### src/core/cpu_regs.vh
// constants for the processor core register set
`ifndef CPU_REGS_VH
`define CPU_REGS_VH
`define STACK_PTR_RESET 16'h00ff
`define IXH_RESET 8'h00
`define STACK_LOW_RELOAD 8'hff
`define VEC_HI_ADDR 16'hfffe
`define VEC_LO_ADDR 16'hffff
`define DIRECT_PAGE_HI 8'h00
`define OP_NOP 5'h00
`define OP_LDA 5'h01
`define OP_STA 5'h02
`define OP_TAX 5'h03
`define OP_TXA 5'h04
`define OP_CLRX 5'h05
`define OP_INCX 5'h06
`define OP_DECX 5'h07
`define OP_COMX 5'h08
`define OP_NEGX 5'h09
`define OP_LSLX 5'h0a
`define OP_LSRX 5'h0b
`define OP_ROLX 5'h0c
`define OP_RORX 5'h0d
`define OP_LDHX 5'h0e
`define OP_LDX 5'h0f
`define OP_STACK_ADJ 5'h10
`define OP_STACK_LOW_RELOAD 5'h11
`define OP_PUSH 5'h12
`define OP_PULL 5'h13
`define OP_ADD 5'h14
`define OP_SUB 5'h15
`define OP_MUL 5'h16
`define OP_DIV 5'h17
`define OP_BRA 5'h18
`define OP_LDSP 5'h19
`define AM_DIR 3'h0
`define AM_EXT 3'h1
`define AM_IX 3'h2
`define AM_IX1 3'h3
`define AM_IX2 3'h4
`define AM_IXP 3'h5
`define AM_IX1P 3'h6
`define AM_SP1 3'h7
`define CC_V 4
`define CC_HALF 3
`define CC_N 2
`define CC_Z 1
`define CC_C 0
`endif

### src/core/reg8_noreset.v
// 8-bit register with load enable and no reset value
`timescale 1ns/1ps
module reg8_noreset (
  input wire sys_clk,
  input wire load,
  input wire [7:0] d,
  output reg [7:0] q
);
  always @(posedge sys_clk) begin
    if (load) begin
      q <= d;
    end
  end
endmodule // reg8_noreset

### src/core/cpu_core_register_set.v
// programmer-visible register set of the 8-bit processor core
`timescale 1ns/1ps
`include "cpu_regs.vh"
module cpu_core_register_set (
  input wire sys_clk,
  input wire rst,
  input wire op_valid,
  input wire [4:0] op_code,
  input wire [2:0] addr_mode,
  input wire [15:0] operand,
  input wire [7:0] mem_rdata,
  input wire [15:0] branch_base,
  input wire [15:0] vector_word,
  output reg [15:0] mem_addr,
  output reg [7:0] mem_wdata,
  output reg mem_we,
  output reg [7:0] result_holder_out,
  output reg [15:0] index_pair_out,
  output reg [15:0] stack_pointer_out,
  output reg [15:0] instruction_pointer,
  output reg [4:0] cond_codes,
  output reg div_error
);
  wire [7:0] result_holder;
  wire [7:0] index_lower_byte;
  reg [7:0] index_upper_byte;
  reg [15:0] stack_pointer;
  reg [7:0] next_a;
  reg load_a;
  reg [7:0] next_x;
  reg load_x;
  reg [15:0] ea;
  reg [15:0] index_pair;
  reg [8:0] sum9;
  reg [4:0] half;
  reg [15:0] prod;
  reg [15:0] dividend;
  reg [15:0] quot;
  reg [15:0] rem;
  reg [4:0] next_cc;
  reg first;

  // a no-reset, flops: keep on reset
  // no reset value
  reg8_noreset acc_reg (
    .sys_clk(sys_clk),
    .load(load_a),
    .d(next_a),
    .q(result_holder)
  );
  reg8_noreset ixl_reg (
    .sys_clk(sys_clk),
    .load(load_x),
    .d(next_x),
    .q(index_lower_byte)
  );

  // effective address decode
  always @* begin
    index_pair = {index_upper_byte, index_lower_byte};
    ea = 16'h0000;
    case (addr_mode)
      `AM_DIR: ea = {`DIRECT_PAGE_HI, operand[7:0]};
      `AM_EXT: ea = operand;
      `AM_IX, `AM_IXP: ea = index_pair;
      `AM_IX1, `AM_IX1P: ea = index_pair + {8'h00, operand[7:0]};
      `AM_IX2: ea = index_pair + operand;
      `AM_SP1: ea = stack_pointer + {8'h00, operand[7:0]};
      default: ea = 16'h0000;
    endcase
  end

  // data path for the two 8-bit registers
  always @* begin
    next_a = result_holder;
    load_a = 1'b0;
    next_x = index_lower_byte;
    load_x = 1'b0;
    next_cc = cond_codes;
    sum9 = 9'h000;
    half = 5'h00;
    prod = 16'h0000;
    dividend = {index_upper_byte, result_holder};
    quot = 16'h0000;
    rem = 16'h0000;
    if (op_valid && !first) begin
      case (op_code)
        `OP_LDA: begin
          next_a = mem_rdata;
          load_a = 1'b1;
        end
        `OP_LDX: begin
          next_x = operand[7:0];
          load_x = 1'b1;
        end
        `OP_TAX: begin
          next_x = result_holder;
          load_x = 1'b1;
        end
        `OP_TXA: begin
          next_a = index_lower_byte;
          load_a = 1'b1;
        end
        `OP_CLRX: begin
          next_x = 8'h00;
          load_x = 1'b1;
        end
        `OP_INCX: begin
          next_x = index_lower_byte + 8'h01;
          load_x = 1'b1;
        end
        `OP_DECX: begin
          next_x = index_lower_byte - 8'h01;
          load_x = 1'b1;
        end
        `OP_COMX: begin
          next_x = ~index_lower_byte;
          load_x = 1'b1;
        end
        `OP_NEGX: begin
          next_x = 8'h00 - index_lower_byte;
          load_x = 1'b1;
        end
        `OP_LSLX: begin
          next_x = {index_lower_byte[6:0], 1'b0};
          next_cc[`CC_C] = index_lower_byte[7];
          load_x = 1'b1;
        end
        `OP_LSRX: begin
          next_x = {1'b0, index_lower_byte[7:1]};
          next_cc[`CC_C] = index_lower_byte[0];
          load_x = 1'b1;
        end
        `OP_ROLX: begin
          next_x = {index_lower_byte[6:0], cond_codes[`CC_C]};
          next_cc[`CC_C] = index_lower_byte[7];
          load_x = 1'b1;
        end
        `OP_RORX: begin
          next_x = {cond_codes[`CC_C], index_lower_byte[7:1]};
          next_cc[`CC_C] = index_lower_byte[0];
          load_x = 1'b1;
        end
        `OP_LDHX: begin
          next_x = operand[7:0];
          load_x = 1'b1;
        end
        `OP_ADD: begin
          sum9 = {1'b0, result_holder} + {1'b0, mem_rdata};
          half = {1'b0, result_holder[3:0]} + {1'b0, mem_rdata[3:0]};
          next_a = sum9[7:0];
          load_a = 1'b1;
          next_cc[`CC_C] = sum9[8];
          next_cc[`CC_HALF] = half[4];
          next_cc[`CC_V] = (result_holder[7] == mem_rdata[7]) && (sum9[7] != result_holder[7]);
        end
        `OP_SUB: begin
          sum9 = {1'b0, result_holder} - {1'b0, mem_rdata};
          next_a = sum9[7:0];
          load_a = 1'b1;
          next_cc[`CC_C] = sum9[8];
          next_cc[`CC_V] = (result_holder[7] != mem_rdata[7]) && (sum9[7] != result_holder[7]);
        end
        `OP_MUL: begin
          prod = result_holder * index_lower_byte;
          next_a = prod[7:0];
          next_x = prod[15:8];
          load_a = 1'b1;
          load_x = 1'b1;
          next_cc[`CC_C] = 1'b0;
          next_cc[`CC_HALF] = 1'b0;
        end
        `OP_DIV: begin
          if (index_lower_byte != 8'h00) begin
            quot = dividend / {8'h00, index_lower_byte};
            rem = dividend % {8'h00, index_lower_byte};
          end
          // quotient overflow or zero divisor leaves result untouched
          if (index_lower_byte != 8'h00 && quot[15:8] == 8'h00) begin
            next_a = quot[7:0];
            load_a = 1'b1;
            next_cc[`CC_C] = 1'b0;
          end else begin
            next_cc[`CC_C] = 1'b1;
          end
        end
        default: begin
          load_a = 1'b0;
        end
      endcase
      if (load_a) begin
        next_cc[`CC_Z] = (next_a == 8'h00);
        next_cc[`CC_N] = next_a[7];
      end else if (load_x) begin
        next_cc[`CC_Z] = (next_x == 8'h00);
        next_cc[`CC_N] = next_x[7];
      end
    end
  end

  // pointers, memory port and status, all from flops
  always @(posedge sys_clk or posedge rst) begin
    if (rst) begin
      index_upper_byte <= `IXH_RESET;
      stack_pointer <= `STACK_PTR_RESET;
      instruction_pointer <= 16'h0000;
      first <= 1'b1;
      mem_addr <= 16'h0000;
      mem_wdata <= 8'h00;
      mem_we <= 1'b0;
      cond_codes <= 5'h00;
      div_error <= 1'b0;
      result_holder_out <= 8'h00;
      index_pair_out <= 16'h0000;
      stack_pointer_out <= `STACK_PTR_RESET;
    end else begin
      mem_we <= 1'b0;
      cond_codes <= next_cc;
      result_holder_out <= next_a;
      index_pair_out <= {index_upper_byte, next_x};
      stack_pointer_out <= stack_pointer;
      if (first) begin
        instruction_pointer <= vector_word;
        first <= 1'b0;
      end else if (op_valid) begin
        mem_addr <= ea;
        div_error <= (op_code == `OP_DIV) && next_cc[`CC_C];
        case (op_code)
          `OP_STA: begin
            mem_wdata <= result_holder;
            mem_we <= 1'b1;
          end
          // upper byte changes here too, so the pair output must follow it
          `OP_LDHX: begin
            index_upper_byte <= operand[15:8];
            index_pair_out <= operand;
          end
          `OP_DIV: begin
            if (next_cc[`CC_C] == 1'b0) begin
              index_upper_byte <= rem[7:0];
              index_pair_out <= {rem[7:0], next_x};
            end
          end
          `OP_STACK_ADJ: stack_pointer <= stack_pointer + {{8{operand[7]}}, operand[7:0]};
          `OP_STACK_LOW_RELOAD: stack_pointer <= {stack_pointer[15:8], `STACK_LOW_RELOAD};
          `OP_LDSP: stack_pointer <= operand;
          // operand low byte pushed here at the stack pointer, which then decrements
          `OP_PUSH: begin
            mem_addr <= stack_pointer;
            mem_wdata <= operand[7:0];
            mem_we <= 1'b1;
            stack_pointer <= stack_pointer - 16'h0001;
          end
          `OP_PULL: begin
            mem_addr <= stack_pointer + 16'h0001;
            stack_pointer <= stack_pointer + 16'h0001;
          end
          `OP_BRA: instruction_pointer <= branch_base + {{8{operand[7]}}, operand[7:0]};
          default: mem_we <= 1'b0;
        endcase
      end
    end
  end
endmodule // cpu_core_register_set

### config.mk
export PLATFORM = sky130hd
export DESIGN_NAME = cpu_core_register_set
export DESIGN_NICKNAME = d
export VERILOG_FILES = /design/src/core/reg8_noreset.v /design/src/core/cpu_core_register_set.v
export VERILOG_INCLUDE_DIRS = /design/src /design/src/core
export SDC_FILE = /design/constraint.sdc
export NUM_CORES = 1
export LEC_CHECK = 0
export ABC_AREA = 1
export BUFFER_PORTS_ARGS = -buffer_cell sky130_fd_sc_hd__buf_4
export CORE_MARGIN = 3
export CORE_UTILIZATION = 57
export DETAILED_ROUTE_END_ITERATION = 8
export GPL_TIMING_DRIVEN = 0
export PLACE_DENSITY = 0.9
export SLEW_MARGIN = 0
export SYNTH_ARGS = -nofsm -noshare
export SYNTH_HDL_FRONTEND = slang
export SYNTH_SLANG_ARGS = --single-unit
export TNS_END_PERCENT = 30
### constraint.sdc
create_clock -name sys_clk -period 24.8 [get_ports sys_clk]
set_input_delay 2.48 -clock sys_clk [delete_from_list [all_inputs] [get_ports sys_clk]]
set_output_delay 2.48 -clock sys_clk [all_outputs]
set_load 0.05 [all_outputs]
==> flow_metrics.py, run 1 <==
metrics = {
    "logic_synthesis": {
        "syn_inst": 2782,
        "synth.top_cells.by_count": "nand2_1, inv_1, nor2_1",
        "ys.flop_type": "dfrtp_1",
        "netlist_area_sq_um": 18480,
        "synthArstFlopShare_pct": 87.50,
        "synth_seq_area_share_pct": 17.88,
        "yosys_warnings": 0,
        "ys_types": 73,
        "synth_top_area_share_pct": 14.83,
        "ys_ff_latch": 128,
        "synth-edff-count": 16,
        "synth_area_leaders": "ha_1, dfrtp_1, nand2_1",
        "syn_nets": 3112,
        "yosysMostFrequentCell": "nand2_1",
        "syn_avg_cell_area_sq_um": 6.644,
        "synth_top_area_cell": "ha_1",
    },
    "global_routing": {
        "grt_max_degree": 66,
        "overflow": 523,
        "grt_usage_pct": 79.08,
    },
    "floorplanning": {
        "rows": 65,
        "dieWidth_um": 186.1,
        "die_h_um": 186.1,
        "initial_core_util_pct": 58.27,
        "pin_count": 154,
    },
    "placed_design": {
        "dp_hpwl_um": 48340,
        "gp_congestion": 1.040,
        "place_area_sq_um": 20450,
        "dp.cells": 3336,
        "numPortBuffers": 151,
    },
    "cts": {
        "cts_buffers": 17,
        "cts_hold_buffers": 0,
        "clock-root-buffer": "clkbuf_16",
        "clockBufferDepth": 2,
        "cts_num_sinks": 128,
        "htreeDepth": 4,
    },
    "sta": {
        "grt-worst-endpoint": "index_pair_out[15]$_DFF_PP0_/D",
        "worst-ep-kind": "register input",
    },
    "status": {
        "stop_stage": "5_1_grt",
        "status": "did not finish",
        "error": "[ERROR GRT-0232] Routing congestion too high. Check the congestion heatmap in the GUI.",
    },
}
==> stage by stage <==
| step | util, % | setup slack (ns) |
|---|---|---|
| detailed placement | 64.49 | -5.718 |
| global placement | 64.39 | -4.249 |
| floorplan | - | -0.5499 |
| CTS | 75.83 | -0.5246 |
==> timing repair <==
item                                   in CTS
cloned                                      4
resized for setup                         179
setup buffers                             296
setup endpoints to repair                  23
pin swaps                                 156
endpoints found under the hold margin       0
==> metal layers <==
| layer | track usage [%] | GRT overflow |
|---|---|---|
| met1 | 77.82 | 43 |
| met4 | 79.18 | 145 |
| met5 | 51.29 | 8 |
| met2 | 92.41 | 306 |
| met3 | 67.05 | 21 |
==> cell families after synthesis <==
| kind of cell | count (synthesis) | share of synthesized area [%] |
|---|---|---|
| AND/OR/NAND/NOR | 1188 | 28.51 |
| AO/OA/AOI/OAI | 577 | 18.75 |
| buffers and inverters | 544 | 11.41 |
| adder cells (fa/ha/maj) | 263 | 19.59 |
| flip-flops | 128 | 17.88 |
| XOR/XNOR | 81 | 3.838 |
| other | 1 | 0.02029 |
==> run 2, diff against run 1 <==
Settings changed: CORE_UTILIZATION 57 to 40, PLACE_DENSITY 0.9 to not set, PLACE_DENSITY_LB_ADDON set to 0.15.
Clock period 24.8 ns to 32.2 ns, I/O delays scaled along.
==> run 2 against run 1 <==
Against the previous run:
- the run now ends clean
- synthesized cell count stayed put
- synthesized area stayed put
==> flow_metrics.py, run 2 <==
metrics = {
    "status": {
        "status": "finished clean",
    },
    "floorplanning": {
        "pin_count": 154,
        "rows": 78,
        "coreArea_sq_um": 45480,
        "die_area_sq_um": 48820,
        "initial_core_util_pct": 40.64,
        "die_h_um": 221.0,
        "dieWidth_um": 221.0,
    },
    "detailed_routing": {
        "drt_iter0_markers": 1517,
        "vias_per_cell": 5.375,
        "wl_per_cell_um": 17.91,
        "dr_total_vias": 19320,
        "antenna_left": 0,
        "first_pass_iters": 5,
        "wl_um": 64370,
        "drc": 0,
    },
    "run": {
        "drv_cap": 0,
    },
    "logic_synthesis": {
        "synth_top_family_by_area": "simple AND/OR/NAND/NOR gates",
        "synth_area_leaders": "ha_1, dfrtp_1, nand2_1",
        "syn_avg_cell_area_sq_um": 6.644,
        "muxShareOfSynthArea_pct": 0,
        "synthArstFlopShare_pct": 87.50,
        "netlist_area_sq_um": 18480,
        "synth_seq_area_share_pct": 17.88,
        "ys_ff_latch": 128,
        "synth.top_cells.by_count": "nand2_1, inv_1, nor2_1",
        "yosys_warnings": 0,
        "synth_compound_area_share_pct": 18.75,
        "syn_inst": 2782,
        "ys_types": 73,
        "synth_top_area_share_pct": 14.83,
        "yosysMostFrequentCell": "nand2_1",
        "synthAdderAreaFrac_pct": 19.59,
        "synth_top_area_cell": "ha_1",
        "synth-edff-count": 16,
        "ys.flop_type": "dfrtp_1",
        "syn_nets": 3112,
        "synthXorXnorAreaFrac_pct": 3.838,
        "synthSimpleGateAreaFrac_pct": 28.51,
    },
    "hold_path": {
        "hold_path_depth": 0,
        "hp-class": "reg -> reg",
        "min_to": "stack_pointer_out[1]",
        "hp-start": "stack_pointer[1]",
    },
    "sta": {
        "worstMarginPinSlew_ns": 1.319,
        "final-setup-viol-count": 0,
        "final_max_slew_viol_count": 0,
        "min_period_ns": 29.58,
        "max-slew-margin-rel_pct": 11.23,
        "fin_crit_sh_pct": 91.87,
        "skew_ns": 0.01214,
        "max_freq_ghz": 0.03380,
        "finalHoldViolations": 0,
    },
    "global_routing": {
        "overflow": 0,
        "grt_pass1_vias": 18510,
        "grt_usage_pct": 25.59,
        "antenna_found_initial": 0,
        "grt_first_pass_wirelength_um": 100700,
        "grt_max_degree": 60,
    },
    "worst_setup_path": {
        "cpMostUsedCell": "nand2_1",
        "cp-start-kind": "flop",
        "critical_path_class": "reg -> reg",
        "rrSetupSlack_ns": 2.62,
        "worstPathArrival_ns": 29.88,
        "slowest_delay_ns": 0.47,
        "end_kind": "flop",
        "r2r_end": "index_pair_out[9]",
        "critPathSlowestCell": "edfxtp_1",
        "reg2reg_depth": 209,
        "r2r-start": "ixl_reg.q[5]",
        "critPathMaxFanout": 16,
        "crit_path_start": "ixl_reg.q[5]",
        "required_ns": 32.50,
    },
    "cts": {
        "cts_buffers": 17,
        "clk-insertion-delay-late_ns": 0.45,
        "clockBufferDepth": 2,
        "cts_num_sinks": 128,
        "cts_tree": "done",
        "clk_pin_slew_ns": 0.06,
        "cts_hold_buffers": 0,
        "clock-root-buffer": "clkbuf_16",
        "htreeDepth": 4,
    },
    "layout": {
        "layout_commonest_cell": "nand2_1",
        "final_util_pct": 47.11,
        "diodes": 0,
        "layout_common_cells": "nand2_1, inv_1, nor2_1",
        "layout-drive-gt1-share_pct": 12.93,
        "final_nets": 3311,
        "fill_cells": 4696,
        "area_growth_pct": 15.92,
    },
    "placed_design": {
        "gp_congestion": 1.004,
        "numPortBuffers": 151,
        "dp_hpwl_um": 51500,
    },
}
[run 2: cell counts after synthesis]
Identical to the previous run, type by type.
[run 2: final cells by class]
type	count	area, sq um	area share [%]
buffer	76	374.1	1.746
multi-input combinational	2110	13190	61.56
sequential	128	3304	15.42
clock buffer	17	425.4	1.986
timing repair buffer	180	1371	6.401
clock inverter	15	186.4	0.8702
inverter	467	1818	8.486
timing repair inverter	1	5.005	0.02336
tap	600	750.7	3.504
[run 2: stage by stage]
stage	hold slack [ns]	cell area, sq um	setup slack [ns]	TNS (ns)	cells
5_1_grt	0.4270	21420	-0.1203	-1.400	3594
4_1_cts	0.4165	21070	0.2865	0	3570
6_report	0.4183	21420	2.617	0	3594
3_5_place_dp	0.4012	20400	-1.120	-19.77	3534
3_3_place_gp	0.4007	20370	-0.4675	-7.493	3533
2_1_floorplan	0.3806	18480	5.191	0	2782
[run 2: worst max-delay path, delay by kind of cell (launching register included)]
kind                       cells  cell delay (ns)
xor gates and xnor gates       1             0.17
adders and majority gates     15             4.53
AOI/OAI and AO/OA             61             9.82
buffers and inverters         39             4.83
DFF                            1             0.47
and+or+nand+nor               93             9.48
[run 2: worst max-delay path by stage]
stage               slack [ns]  cells past startpoint                  to
global placement         -0.47                    207  index_pair_out[11]
CTS                       0.29                    207  index_pair_out[12]
detailed placement       -1.12                    207  index_pair_out[12]
finish                    2.62                    209   index_pair_out[9]
global route             -0.12                    216  index_pair_out[12]
floorplan                 5.19                    207        acc_reg.q[0]
[run 2: layer usage]
layer / global-route usage, % / vias up / share of wire (%)
met5: 0 / - / 0
met2: 43.76 / 613 / 47
met4: 7.354 / 0 / 2.5
met3: 3.502 / 84 / 5.4
li1: - / 9610 / -
met1: 33.77 / 9011 / 45
[run 2: kinds of logic after synthesis]
kind of cell,after synthesis
simple gates,1188
buf+inv,544
xor+xnor,81
flops,128
other cells,1
fa+ha+maj,263
compound gates,577
[run 2: what timing repair did]
action / in CTS / in global routing
setup endpoints to repair: 19 / 21
pin swaps: 0 / 7
buffers inserted: 4 / 24
resized for setup: 8 / 66
gates cloned: 1 / 0
Power of run 2 is not shown: default switching activity piles up to over one toggle a cycle in this logic, so the estimate is an artifact.
==> run 3, diff against run 2 <==
Settings changed: ABC_AREA 1 to not set, CORE_UTILIZATION 40 to 50.
==> run 3 against run 2 <==
Against the previous run:
- synthesized area fell by 0.35%
- setup slack lost 1.3 ns
- die area fell by 20%
- design area increased by 2.3%
- routed wire length up 6.3%
- global-route usage grew 8.2 points
- core utilization up 14 points
- fmax down 4.3%
- synthesized cell count is 16% lower
- via count shrank 1.3%
- largest cell class unchanged
==> flow_metrics.py, run 3 <==
metrics = {
    "hold_path": {
        "hold_path_depth": 0,
        "min_to": "stack_pointer_out[5]",
        "hp-class": "reg -> reg",
        "hp-start": "stack_pointer[5]",
    },
    "floorplanning": {
        "pin_count": 154,
        "dieWidth_um": 197.9,
        "die_area_sq_um": 39170,
        "initial_core_util_pct": 51.28,
        "die_h_um": 197.9,
        "coreArea_sq_um": 35910,
        "rows": 69,
    },
    "worst_setup_path": {
        "cp-start-kind": "flop",
        "r2r_end": "acc_reg.q[0]",
        "worstPathArrival_ns": 31.06,
        "slowest_delay_ns": 0.68,
        "critPathBufInv": 15,
        "rrSetupSlack_ns": 1.28,
        "reg2reg_depth": 149,
        "end_kind": "flop",
        "critPathSlowestCell": "or4b_2",
        "critical_path_class": "reg -> reg",
        "crit_family": "compound AO/OA/AOI/OAI gates",
        "cpMostUsedCell": "o21a_1",
        "critPathMaxFanout": 10,
        "r2r-start": "ixl_reg.q[0]",
        "required_ns": 32.34,
    },
    "placed_design": {
        "gp_congestion": 1.007,
        "numPortBuffers": 149,
        "dp_hpwl_um": 52050,
        "place_area_sq_um": 20150,
    },
    "global_routing": {
        "antenna_found_initial": 0,
        "grt_pass1_vias": 18580,
        "grt_usage_pct": 33.83,
        "overflow": 0,
        "grt_max_degree": 82,
        "grt_first_pass_wirelength_um": 104000,
    },
    "cts": {
        "htreeDepth": 4,
        "clockBufferDepth": 2,
        "cts_hold_buffers": 0,
        "clk_pin_slew_ns": 0.07,
        "cts_buffers": 17,
        "cts_tree": "done",
        "clk-insertion-delay-late_ns": 0.44,
        "clock-root-buffer": "clkbuf_16",
        "cts_num_sinks": 128,
    },
    "detailed_routing": {
        "first_pass_iters": 6,
        "vias_per_cell": 6.271,
        "antenna_left": 0,
        "drt_iter0_markers": 1495,
        "drc": 0,
        "dr_total_vias": 19070,
        "wl_um": 68440,
        "wl_per_cell_um": 22.51,
    },
    "layout": {
        "layout_common_cells": "nand2_1, buf_4, ha_1",
        "final_nets": 2897,
        "layout-drive-gt1-share_pct": 17.13,
        "area_growth_pct": 18.97,
        "multi_input_area_sq_um": 14690,
        "regArea_sq_um": 3304,
        "fill_cells": 3289,
        "diodes": 0,
        "layout_commonest_cell": "nand2_1",
        "fin_area_sq_um": 21910,
    },
    "logic_synthesis": {
        "synth_area_leaders": "ha_1, dfrtp_1, xnor2_1",
        "yosys_warnings": 0,
        "synth-edff-count": 16,
        "syn_nets": 2661,
        "synth_top_area_cell": "ha_1",
        "yosysMostFrequentCell": "nand2_1",
        "ys_ff_latch": 128,
        "syn_avg_cell_area_sq_um": 7.901,
        "synthArstFlopShare_pct": 87.50,
        "syn_inst": 2331,
        "ys_types": 103,
        "ys.flop_type": "dfrtp_1",
        "netlist_area_sq_um": 18420,
        "synth_seq_area_share_pct": 17.94,
        "synth_top_area_share_pct": 14.88,
        "synth.top_cells.by_count": "nand2_1, ha_1, nor2_1",
    },
    "sta": {
        "max-slew-margin-rel_pct": 7.534,
        "holdWs_ns": 0.3817,
        "final_max_slew_viol_count": 0,
        "final-setup-viol-count": 0,
        "fin_crit_sh_pct": 96.03,
        "max_freq_ghz": 0.03234,
        "worstMarginPinSlew_ns": 1.374,
        "finalHoldViolations": 0,
        "fin_tns_setup_ns": 0,
        "min_period_ns": 30.92,
        "skew_ns": 0.02287,
    },
    "status": {
        "status": "finished clean",
    },
    "run": {
        "drv_cap": 0,
    },
}
run 3: changes by cell type after synthesis, sizes merged, moves of 27 or more:
cell    previous run  this run
xnor2             27       104
o21ai            236       182
nand2            626       232
mux2               0        36
a21o              17        60
nor2b              0        30
nand2b             0        27
nand3            147        45
nor2             302       199
o21a               3        44
clkbuf            64        96
inv              462       140
mux2i              0        43
run 3: per-layer routing:
layer / GRT usage (%) / vias to the layer above / share of wire [%]
met4: 16.72 / 0 / 5.5
li1: - / 8907 / -
met2: 57.45 / 810 / 47
met5: 0 / - / 0
met1: 42.18 / 9148 / 41
met3: 4.883 / 204 / 7.0
run 3: repair_timing:
item / CTS / global route
buffers inserted: 21 / 48
resized for setup: 49 / 89
pin swaps: 10 / 24
cloned: 1 / 1
endpoints found under the setup margin: 23 / 21
run 3: cell families (layout without fill, tap and decap cells):
family,Yosys count,after routing,share of synthesized area [%]
AOI/OAI and AO/OA,728,728,26.17
xor gates and xnor gates,153,153,7.276
other,1,1,0.02036
adders and majority gates,263,263,19.66
DFF,128,128,17.94
and+or+nand+nor,722,722,18.82
buffers and inverters,257,506,5.374
muxes,79,79,4.735
run 3: worst reg2reg max path, delay by kind of cell (launching register included):
kind	cells	cell delay, ns
simple gates	41	7.90
fa+ha+maj	16	4.72
buf+inv	15	2.14
flops	1	0.49
compound gates	71	13.53
mux	6	1.87
run 3: final cells by class:
| type | instances | area share, % |
|---|---|---|
| repair buffers | 220 | 7.646 |
| clock buffers | 22 | 2.261 |
| repair inverters | 1 | 0.02284 |
| multi-input cells | 1946 | 67.04 |
| clock inverters | 10 | 0.6510 |
| well taps | 461 | 2.632 |
| inverters | 145 | 2.564 |
| plain buffers | 108 | 2.101 |
| flip-flops and latches | 128 | 15.08 |
run 3: how the worst max path moves through the flow:
stage | start | endpoint | cells after the start
6_report | ixl_reg.q[0] | acc_reg.q[0] | 149
5_1_grt | ixl_reg.q[0] | index_pair_out[11] | 148
4_1_cts | ixl_reg.q[0] | acc_reg.q[0] | 146
3_5_place_dp | ixl_reg.q[0] | acc_reg.q[0] | 147
3_3_place_gp | ixl_reg.q[0] | acc_reg.q[0] | 147
2_1_floorplan | ixl_reg.q[0] | index_pair_out[12] | 146
run 3: stage by stage:
stage	setup WS, ns	cells	utilization (%)
floorplan	1.092	2331	-
finish	1.278	3041	61.01
global placement	-4.947	2941	56.00
CTS	0.1055	2994	58.88
detailed placement	-5.533	2942	56.11
global route	-0.1631	3041	61.01
Power of run 3 is left out for the same reason.
